<file path="config.mk">
export PLATFORM = sky130hd
export DESIGN_NAME = tmc_core
export DESIGN_NICKNAME = d
export VERILOG_FILES = /design/src/common/tmc_pkg.sv /design/src/core/tmc_core.sv
export VERILOG_INCLUDE_DIRS = /design/src /design/src/common
export SDC_FILE = /design/constraint.sdc
export NUM_CORES = 1
export LEC_CHECK = 0
export BUFFER_PORTS_ARGS = -buffer_cell sky130_fd_sc_hd__buf_2
export CORE_UTILIZATION = 40
export DETAILED_ROUTE_END_ITERATION = 6
export PLACE_DENSITY = 0.73
export RECOVER_POWER = 50
export SLEW_MARGIN = 25
export SYNTH_ARGS = -nofsm -noshare
export SYNTH_HDL_FRONTEND = slang
export SYNTH_SLANG_ARGS = --single-unit
export TNS_END_PERCENT = 20
</file>
<file path="constraint.sdc">
create_clock -name clk -period 4.15 [get_ports clk]
set_input_delay 0.415 -clock clk [delete_from_list [all_inputs] [get_ports clk]]
set_output_delay 0.415 -clock clk [all_outputs]
set_load 0.02 [all_outputs]
</file>
<file path="src/common/tmc_defines.svh">
// register offsets, field positions, reset values and tick widths
// assumes byte addressing on a 32-bit APB with aligned words
`ifndef TMC_DEFINES_SVH
`define TMC_DEFINES_SVH
// ***************************
// register offsets
// ***************************
`define TMC_OFS_SRC0 8'h00
`define TMC_OFS_SRC1 8'h04
`define TMC_OFS_SRC2 8'h08
`define TMC_OFS_MODE0 8'h0C
`define TMC_OFS_MODE1 8'h10
`define TMC_OFS_MODE2 8'h14
`define TMC_OFS_IO0H 8'h18
`define TMC_OFS_IO0L 8'h1C
`define TMC_OFS_IO1 8'h20
`define TMC_OFS_IO2 8'h24
`define TMC_OFS_CNT0 8'h28
`define TMC_OFS_CNT1 8'h2C
`define TMC_OFS_CNT2 8'h30
// ***************************
// fields and reset values
// ***************************
`define TMC_MODE_RESET 8'hC0
`define TMC_MODE_FIXED 8'hC0
`define TMC_IO_RESET 8'h00
`define TMC_SRC_RESET 3'h0
`define TMC_BIT_PAIR_BD 5
`define TMC_BIT_PAIR_AC 4
`define TMC_ROLE_OFF0 4'h0
`define TMC_ROLE_OFF1 4'h4
// prescaler width: largest internal divider is 1024
`define TMC_PRE_W 10
`endif

</file>
<file path="src/common/tmc_pkg.sv">
// types shared by the mode configuration block
// assumes nothing beyond the defines header
package tmc_pkg;
  // decoded operating mode of one channel
  typedef enum logic [2:0] {
    MODE_NORMAL = 3'h0,
    MODE_PWM1 = 3'h1,
    MODE_PWM2 = 3'h3,
    MODE_PHASE1 = 3'h2,
    MODE_PHASE2 = 3'h6,
    MODE_PHASE3 = 3'h7,
    MODE_PHASE4 = 3'h5,
    MODE_RESERVED = 3'h4
  } tmc_mode_e;
  // effective role of one general register
  typedef struct packed {
    logic [3:0] code;
    logic active;
    logic buffer;
  } tmc_role_s;
endpackage : tmc_pkg

</file>
<file path="src/core/tmc_core.sv">
// mode, clock source and i/o role configuration of a three-channel timer
// assumes an APB master on clk, pins synchronous to clk, standby as a pulse
//
// Chosen here: the APB slave port and the register addresses.
`include "tmc_defines.svh"
// Operation
// RULE1 - channel 0 sources: div 1,4,16,64 then pins A to D; default 000
// RULE2 - channel 1 sources: div 1..64, pins A,B, div 256, channel 2 wrap
// RULE3 - channel 2 sources: div 1..64, pins A,B,C, then div 1024
// RULE4 - phase counting on channel 1 or 2 ignores its source select
// RULE5 - mode registers reset to C0 on reset and standby entry
// RULE6 - mode bits 7 and 6 always read one; software writes ones
// RULE7 - channel 0 bit 5 pairs B with D; D then never matches or captures
// RULE8 - channel 0 bit 4 pairs A with C; C then never matches or captures
// RULE9 - channels 1 and 2 pairing bits read zero, cannot change
// RULE10 - mode field: 0 normal, 2 pwm1, 3 pwm2, 4 to 7 phase 1 to 4
// RULE11 - software never writes mode 0001 or codes with top bit set
// RULE12 - software never selects phase counting on channel 0
// RULE13 - four i/o control registers, all cleared on reset and standby
// RULE14 - high nibble sets register B (or D), low nibble A (or C)
// RULE15 - buffered C or D ignores its i/o control setting
// RULE16 - each i/o code selects disabled, compare output or capture role
// RULE17 - counter steps once per source event; new select applies next cycle
module tmc_core (
  input wire logic clk,
  input wire logic rst_b,
  input wire logic clkEn,
  input wire logic standbyEntry,
  input wire logic psel,
  input wire logic penable,
  input wire logic pwrite,
  input wire logic [7:0] paddr,
  input wire logic [31:0] pwdata,
  output logic [31:0] prdata,
  output logic pready,
  output logic pslverr,
  input wire logic extClockPinA,
  input wire logic extClockPinB,
  input wire logic extClockPinC,
  input wire logic extClockPinD,
  output tmc_pkg::tmc_mode_e mode0,
  output tmc_pkg::tmc_mode_e mode1,
  output tmc_pkg::tmc_mode_e mode2,
  output tmc_pkg::tmc_role_s role0A,
  output tmc_pkg::tmc_role_s role0B,
  output tmc_pkg::tmc_role_s role0C,
  output tmc_pkg::tmc_role_s role0D,
  output tmc_pkg::tmc_role_s role1A,
  output tmc_pkg::tmc_role_s role1B,
  output tmc_pkg::tmc_role_s role2A,
  output tmc_pkg::tmc_role_s role2B,
  output logic [15:0] channel0Counter,
  output logic [15:0] channel1Counter,
  output logic [15:0] channel2Counter
);
  // ***************************
  // register state
  // ***************************
  logic [2:0] srcSel0, srcSel1, srcSel2;
  logic [5:0] modeBits0;
  logic [3:0] modeBits1, modeBits2;
  logic [7:0] ioCtl0High, ioCtl0Low, ioCtl1, ioCtl2;
  logic [2:0] next_srcSel0, next_srcSel1, next_srcSel2;
  logic [5:0] next_modeBits0;
  logic [3:0] next_modeBits1, next_modeBits2;
  logic [7:0] next_ioCtl0High, next_ioCtl0Low, next_ioCtl1, next_ioCtl2;
  logic [31:0] readData, next_readData;
  logic readErr, next_readErr;
  logic wrEn;
  logic mapped;
  logic [31:0] readMux;

  assign wrEn = psel & penable & pwrite;
  // zero wait state: read data is caught at the setup edge
  assign pready = psel & penable;
  assign pslverr = psel & penable & readErr;
  assign prdata = readData;

  // address decode and read mux
  always_comb begin
    mapped = 1'b1;
    readMux = 32'h0000_0000;
    case (paddr)
      `TMC_OFS_SRC0: readMux[2:0] = srcSel0;
      `TMC_OFS_SRC1: readMux[2:0] = srcSel1;
      `TMC_OFS_SRC2: readMux[2:0] = srcSel2;
      `TMC_OFS_MODE0: readMux[7:0] = `TMC_MODE_FIXED | {2'h0, modeBits0}; // RULE6
      `TMC_OFS_MODE1: readMux[7:0] = `TMC_MODE_FIXED | {4'h0, modeBits1}; // RULE9
      `TMC_OFS_MODE2: readMux[7:0] = `TMC_MODE_FIXED | {4'h0, modeBits2}; // RULE9
      `TMC_OFS_IO0H: readMux[7:0] = ioCtl0High;
      `TMC_OFS_IO0L: readMux[7:0] = ioCtl0Low;
      `TMC_OFS_IO1: readMux[7:0] = ioCtl1;
      `TMC_OFS_IO2: readMux[7:0] = ioCtl2;
      `TMC_OFS_CNT0: readMux[15:0] = channel0Counter;
      `TMC_OFS_CNT1: readMux[15:0] = channel1Counter;
      `TMC_OFS_CNT2: readMux[15:0] = channel2Counter;
      default: mapped = 1'b0;
    endcase
  end

  // register writes; standby entry wins over a write in the same cycle
  always_comb begin
    next_srcSel0 = srcSel0;
    next_srcSel1 = srcSel1;
    next_srcSel2 = srcSel2;
    next_modeBits0 = modeBits0;
    next_modeBits1 = modeBits1;
    next_modeBits2 = modeBits2;
    next_ioCtl0High = ioCtl0High;
    next_ioCtl0Low = ioCtl0Low;
    next_ioCtl1 = ioCtl1;
    next_ioCtl2 = ioCtl2;
    next_readData = readData;
    next_readErr = readErr;
    if (psel && !penable) begin
      next_readData = readMux;
      next_readErr = ~mapped;
    end
    if (wrEn) begin
      case (paddr)
        `TMC_OFS_SRC0: next_srcSel0 = pwdata[2:0];
        `TMC_OFS_SRC1: next_srcSel1 = pwdata[2:0];
        `TMC_OFS_SRC2: next_srcSel2 = pwdata[2:0];
        `TMC_OFS_MODE0: next_modeBits0 = pwdata[5:0]; // RULE7 RULE8
        `TMC_OFS_MODE1: next_modeBits1 = pwdata[3:0]; // RULE9
        `TMC_OFS_MODE2: next_modeBits2 = pwdata[3:0]; // RULE9
        `TMC_OFS_IO0H: next_ioCtl0High = pwdata[7:0];
        `TMC_OFS_IO0L: next_ioCtl0Low = pwdata[7:0];
        `TMC_OFS_IO1: next_ioCtl1 = pwdata[7:0];
        `TMC_OFS_IO2: next_ioCtl2 = pwdata[7:0];
        default: next_readErr = readErr;
      endcase
    end
    if (standbyEntry) begin
      next_srcSel0 = `TMC_SRC_RESET;
      next_srcSel1 = `TMC_SRC_RESET;
      next_srcSel2 = `TMC_SRC_RESET;
      next_modeBits0 = 6'h00; // RULE5
      next_modeBits1 = 4'h0; // RULE5
      next_modeBits2 = 4'h0; // RULE5
      next_ioCtl0High = `TMC_IO_RESET; // RULE13
      next_ioCtl0Low = `TMC_IO_RESET; // RULE13
      next_ioCtl1 = `TMC_IO_RESET; // RULE13
      next_ioCtl2 = `TMC_IO_RESET; // RULE13
    end
  end

  // register file flops; clkEn freezes everything
  always_ff @(posedge clk or negedge rst_b) begin
    if (!rst_b) begin
      srcSel0 <= `TMC_SRC_RESET;
      srcSel1 <= `TMC_SRC_RESET;
      srcSel2 <= `TMC_SRC_RESET;
      modeBits0 <= 6'h00; // RULE5
      modeBits1 <= 4'h0;
      modeBits2 <= 4'h0;
      ioCtl0High <= `TMC_IO_RESET; // RULE13
      ioCtl0Low <= `TMC_IO_RESET;
      ioCtl1 <= `TMC_IO_RESET;
      ioCtl2 <= `TMC_IO_RESET;
      readData <= 32'h0000_0000;
      readErr <= 1'b0;
    end else if (clkEn) begin
      srcSel0 <= next_srcSel0;
      srcSel1 <= next_srcSel1;
      srcSel2 <= next_srcSel2;
      modeBits0 <= next_modeBits0;
      modeBits1 <= next_modeBits1;
      modeBits2 <= next_modeBits2;
      ioCtl0High <= next_ioCtl0High;
      ioCtl0Low <= next_ioCtl0Low;
      ioCtl1 <= next_ioCtl1;
      ioCtl2 <= next_ioCtl2;
      readData <= next_readData;
      readErr <= next_readErr;
    end
  end

  // ***************************
  // mode and role decode
  // ***************************
  function automatic tmc_pkg::tmc_mode_e decodeMode(
    input logic [3:0] code,
    input logic phaseOk
  );
    case (code) // RULE10
      4'h0: decodeMode = tmc_pkg::MODE_NORMAL;
      4'h2: decodeMode = tmc_pkg::MODE_PWM1;
      4'h3: decodeMode = tmc_pkg::MODE_PWM2;
      4'h4: decodeMode = phaseOk ? tmc_pkg::MODE_PHASE1
                                 : tmc_pkg::MODE_RESERVED; // RULE12
      4'h5: decodeMode = phaseOk ? tmc_pkg::MODE_PHASE2
                                 : tmc_pkg::MODE_RESERVED;
      4'h6: decodeMode = phaseOk ? tmc_pkg::MODE_PHASE3
                                 : tmc_pkg::MODE_RESERVED;
      4'h7: decodeMode = phaseOk ? tmc_pkg::MODE_PHASE4
                                 : tmc_pkg::MODE_RESERVED;
      default: decodeMode = tmc_pkg::MODE_RESERVED; // RULE11
    endcase
  endfunction : decodeMode

  // disabled codes give no compare or capture; buffers never do
  function automatic tmc_pkg::tmc_role_s makeRole(
    input logic [3:0] code,
    input logic buffered
  );
    makeRole.code = code; // RULE16
    makeRole.active = ~buffered & (code != `TMC_ROLE_OFF0)
                      & (code != `TMC_ROLE_OFF1); // RULE15
    makeRole.buffer = buffered;
  endfunction : makeRole

  assign mode0 = decodeMode(modeBits0[3:0], 1'b0);
  assign mode1 = decodeMode(modeBits1, 1'b1);
  assign mode2 = decodeMode(modeBits2, 1'b1);
  // nibble split of the i/o control registers
  assign role0A = makeRole(ioCtl0High[3:0], 1'b0); // RULE14
  assign role0B = makeRole(ioCtl0High[7:4], 1'b0); // RULE14
  assign role0C = makeRole(ioCtl0Low[3:0],
                           modeBits0[`TMC_BIT_PAIR_AC]); // RULE8 RULE15
  assign role0D = makeRole(ioCtl0Low[7:4],
                           modeBits0[`TMC_BIT_PAIR_BD]); // RULE7 RULE15
  assign role1A = makeRole(ioCtl1[3:0], 1'b0);
  assign role1B = makeRole(ioCtl1[7:4], 1'b0);
  assign role2A = makeRole(ioCtl2[3:0], 1'b0);
  assign role2B = makeRole(ioCtl2[7:4], 1'b0);

  // ***************************
  // count sources and counters
  // ***************************
  logic [`TMC_PRE_W-1:0] preCnt, next_preCnt;
  logic [3:0] pinPrev, next_pinPrev;
  logic [3:0] pinNow, pinRise;
  logic tick4, tick16, tick64, tick256, tick1024;
  logic ev0, ev1, ev2, up1, up2, wrap2;
  logic phase1, phase2;
  logic [15:0] next_cnt0, next_cnt1, next_cnt2;

  assign pinNow = {extClockPinD, extClockPinC, extClockPinB, extClockPinA};
  // pins are synchronous, so one flop is enough for edge detect
  assign pinRise = pinNow & ~pinPrev;
  assign tick4 = &preCnt[1:0];
  assign tick16 = &preCnt[3:0];
  assign tick64 = &preCnt[5:0];
  assign tick256 = &preCnt[7:0];
  assign tick1024 = &preCnt[9:0];
  assign phase1 = modeBits1[2] & ~modeBits1[3];
  assign phase2 = modeBits2[2] & ~modeBits2[3];

  // source selection per channel
  always_comb begin
    case (srcSel0) // RULE1
      3'h0: ev0 = 1'b1;
      3'h1: ev0 = tick4;
      3'h2: ev0 = tick16;
      3'h3: ev0 = tick64;
      3'h4: ev0 = pinRise[0];
      3'h5: ev0 = pinRise[1];
      3'h6: ev0 = pinRise[2];
      default: ev0 = pinRise[3];
    endcase
    case (srcSel2) // RULE3
      3'h0: ev2 = 1'b1;
      3'h1: ev2 = tick4;
      3'h2: ev2 = tick16;
      3'h3: ev2 = tick64;
      3'h4: ev2 = pinRise[0];
      3'h5: ev2 = pinRise[1];
      3'h6: ev2 = pinRise[2];
      default: ev2 = tick1024;
    endcase
    up2 = 1'b1;
    // simple phase count: pin C edges, pin D level gives direction
    if (phase2) begin
      ev2 = pinRise[2]; // RULE4
      up2 = ~pinNow[3];
    end
    wrap2 = ev2 & (up2 ? (&channel2Counter) : (channel2Counter == 16'h0));
    case (srcSel1) // RULE2
      3'h0: ev1 = 1'b1;
      3'h1: ev1 = tick4;
      3'h2: ev1 = tick16;
      3'h3: ev1 = tick64;
      3'h4: ev1 = pinRise[0];
      3'h5: ev1 = pinRise[1];
      3'h6: ev1 = tick256;
      default: ev1 = wrap2;
    endcase
    up1 = 1'b1;
    if (phase1) begin
      ev1 = pinRise[0]; // RULE4
      up1 = ~pinNow[1];
    end
  end

  // counter next values, one step per event
  always_comb begin
    next_preCnt = preCnt + 1'b1;
    next_pinPrev = pinNow;
    next_cnt0 = ev0 ? channel0Counter + 16'h1 : channel0Counter; // RULE17
    next_cnt1 = channel1Counter;
    next_cnt2 = channel2Counter;
    if (ev1) begin
      next_cnt1 = up1 ? channel1Counter + 16'h1
                      : channel1Counter - 16'h1; // RULE17
    end
    if (ev2) begin
      next_cnt2 = up2 ? channel2Counter + 16'h1
                      : channel2Counter - 16'h1; // RULE17
    end
  end

  // counter flops
  always_ff @(posedge clk or negedge rst_b) begin
    if (!rst_b) begin
      preCnt <= '0;
      pinPrev <= 4'h0;
      channel0Counter <= 16'h0000;
      channel1Counter <= 16'h0000;
      channel2Counter <= 16'h0000;
    end else if (clkEn) begin
      preCnt <= next_preCnt;
      pinPrev <= next_pinPrev;
      channel0Counter <= next_cnt0;
      channel1Counter <= next_cnt1;
      channel2Counter <= next_cnt2;
    end
  end
endmodule : tmc_core

</file>
==> summary.md <==
| Metric | Value |
|---|---|
| Antenna violations before repair | 0 |
| GRT Util Overall | 23.63% |
| Top cells by count, synth | dfrtp_1, nand2_1, o21ai_0, nor2_1, mux2_2 |
| Clock skew | 8.310 ps |
| Drt pass-1 iters | 6 |
| Final setup vio count | 0 |
| GP Congestion | around 0.93 |
| Area grow syn2layout | 18.52% |
| H-tree levels | 4 |
| Routed length on met2 | between 10,000 and 15,000 microns |
| Clock power frac | 27.8% |
| Initial Util | 41.00% |
| Clock Latency Late Sink | 420 ps |
| Vias in the first global route | 6,598 |
| Leak pwr | 4.266 nW |
| NetSw | 2.329 mW |
| Die footprint | 0.02065 sq mm |
| Vias per cell | 5.723 |
| Primary FF master, synth | dfrtp_1 |
| CP startpoint kind | flop |
| Fin crit period | 3549 ps |
| Hold Slack | about 270 ps |
| Rel. slew slack | -87.19% |
| Crit Path Max Fanout | 7 |
| Sink Count | roughly 130 |
| DR top layer | met4 |
| Dpl hpwl | 17,640 microns |
| Largest net degree at the start of global routing | ~110 |
| DRT antenna net count | 0 |
| DR WL/cell | 18.87 microns |
| Seq pwr share | 37.2% |
| Hold Fails Final Rpt | 0 |
| Share of post-route cells with drive strength above 1 | around a fifth |
| Sw Share | 40.44% |
| Row count | just over 50 |
| Count leader, synth | dfrtp_1 |
| WL met3 | between 1500 and 2000 microns |
| M1 wire length | 10,590 microns |
| Num CTS Buffers | 17 |
| Delay-heaviest family, CP | compound AO/OA/AOI/OAI gates |
| Int Pwr | 3.430 mW |
| Yosys reg bits | 134 |
| Total core area | between 0.015 and 0.02 sq mm |
| CTS root buffer | clkbuf_16 |
| # IOs | 190 |
| Post-Syn Instances | 833 |
| Worst-Margin Slew | 2808 ps |
| DRC violation total after the first TritonRoute iteration | 876 |
| Crit path largest cell delay | 460 ps |
| Post-CTS setup buffer count | 0 |
| YS warnings | 0 |
| Seq/Total Area, Yosys | a little over two fifths |
| EDFF count, synth | 0 |
| Setup TNS | 0 ps |
| CTS tree | yes |
| CP Cell Sequence | nor2b_1 > nand2_1 > inv_1 > ha_1 > a2111oi_0 > o21ai_0 > o311ai_0 > buf_4 > a21o_1 > o21ai_0 > a2111oi_2 > xor2_1 |
| DRC | 0 |
| Total Power | 5.759 mW |
| Violated checks | capacitance limit, slew limit |
| Arrival @ worst endpoint | 3900 ps |
| Post-cts gate resize count | 0 |
| Pwr Density | just over 600 mW/mm^2 |
| Main area contributors after synthesis | dfrtp_1, mux2_2, ha_1 |
| Worst Setup Path Type | reg -> reg |
| Clock buffer depth | 2 |
| Synth cell types | 68 |
| Hold Buf Count CTS | 0 |
| Top-area cell type share of the netlist area | 41.75% |
| Antenna diode count | 0 |
| Status | complete, but fails checks |
| Fin. max-slew vios | 112 |
| Tightest Hold Check Type | in -> reg |
| Reg clk slew, reported paths | approximately 60 ps |
| Worst Path Buf+Inv | 2 |
| Crit. End Element | flop |
| Max Cap Violations | 1 |
| Post-synth ARST share | 100.0% |
| Die X | 143.7 microns |
| Combinational share of power | 35.0% |
| Peak supply drop | 0.0003536 V |
| First-pass GRT wire length | ~37,000 microns |
| Final WL | approximately 24,000 microns |
| I/O Buffers | 143 |
| Gr ovfl total | 0 |
| Fin crit share | 85.51% |
| RSZ-0062 raised after global routing | no |
| Yosys top cell by area | dfrtp_1 |
| Achievable frequency | approximately 280 MHz |
| Vias post-DR | 7,177 |
| Die Y | around 140 microns |
| Most numerous cell on the critical path | o21ai_0 |
| Critical Path Slowest Stage Cell | nor2b_1 |
| Synthesized area per cell | 9.642 sq um |
| # nets final | 1,059 |
| Cell area after synthesis | 0.008031 sq mm |
| Data required, critical path | 4500 ps |
==> per-stage QoR <==
step / instances / instance area, sq um / util (%) / worst slack (ps)
6_report: 1254 / 9519 / 48.59 / 601.3
5_1_grt: 1254 / 9519 / 48.59 / 390.1
3_5_place_dp: 1222 / 8959 / 45.73 / 727.3
2_1_floorplan: 854 / 8110 / - / 1202
3_3_place_gp: 1222 / 8959 / 45.73 / 779.0
4_1_cts: 1254 / 9585 / 48.93 / 690.7
==> final timing paths <==
| path | from | endpoint | slack, ps | cells after the start |
|---|---|---|---|---|
| setup / recovery | modeBits1[2] | channel1Counter[15] | 600 | 12 |
| hold / removal | extClockPinC | pinPrev[2] | 270 | 2 |
| setup reg to reg | modeBits1[2] | channel1Counter[15] | 600 | 12 |
| hold reg to reg | readErr | readErr | 480 | 2 |
| max in group asynchronous | rst_b | channel0Counter[12] | 1140 | 2 |
| min in group asynchronous | rst_b | preCnt[0] | 850 | 1 |
==> cell type report <==
| type | instances | area (sq um) |
|---|---|---|
| fill | 1858 | 10070 |
| sequential | 134 | 3353 |
| multi-input combinational | 653 | 4405 |
| inverter | 15 | 56.30 |
| tap | 265 | 331.6 |
| clock buffer | 17 | 425.4 |
| clock inverter | 15 | 201.4 |
| timing repair buffer | 155 | 745.7 |
==> per-layer routing <==
metal	vias to the layer above	GRT usage [%]
met4	0	8.791
met5	-	0
met3	43	5.365
met2	360	36.02
li1	3310	-
met1	3464	32.62
==> power groups by stage <==
| stage | Clock (mW) | Combinational, mW | Sequential [mW] |
|---|---|---|---|
| after floorplan | 0 | 1.20 | 2.23 |
| after global placement | 0 | 1.97 | 2.14 |
| after detailed placement | 0 | 2.01 | 2.15 |
| after CTS | 1.62 | 2.03 | 2.13 |
| after global routing | 1.67 | 2.23 | 2.18 |
| final | 1.60 | 2.02 | 2.14 |
==> layout by cell type, fill, tap and decap left out, drive strengths merged, types with 13 or more instances in the layout <==
cell type and n:
o21a 13, nand2 79, xor2 23, xnor2 26
clkbuf 64, ha 30, dfrtp 134, o21ai 70
nand4 13, buf 108, nand3 14, nor2b 21
inv 17, nor2 64, mux2 51, a22oi 13
a31oi 14, conb 22, a21oi 35, nor3 21
==> kinds of logic (layout without fill, tap and decap cells) <==
group / count (synthesis) / count (layout) / synth area share [%]
adder cells (fa/ha/maj): 32 / 32 / 5.172
buffers and inverters: 67 / 202 / 4.440
other: 1 / 22 / 0.04669
XOR/XNOR: 49 / 49 / 5.343
AO/OA/AOI/OAI: 221 / 221 / 18.65
AND/OR/NAND/NOR: 272 / 272 / 16.70
flip-flops: 134 / 134 / 41.75
multiplexers: 57 / 57 / 7.898
==> state kept, by name, summed over array words and instances (netlist names), 8 cells and up <==
name and flops:
channel0Counter 16, channel2Counter 16, ioCtl0Low 8, ioCtl2 8
ioCtl0High 8, prdata 16, ioCtl1 8, preCnt 10
channel1Counter 16
Power figures use the tool's default switching activity.
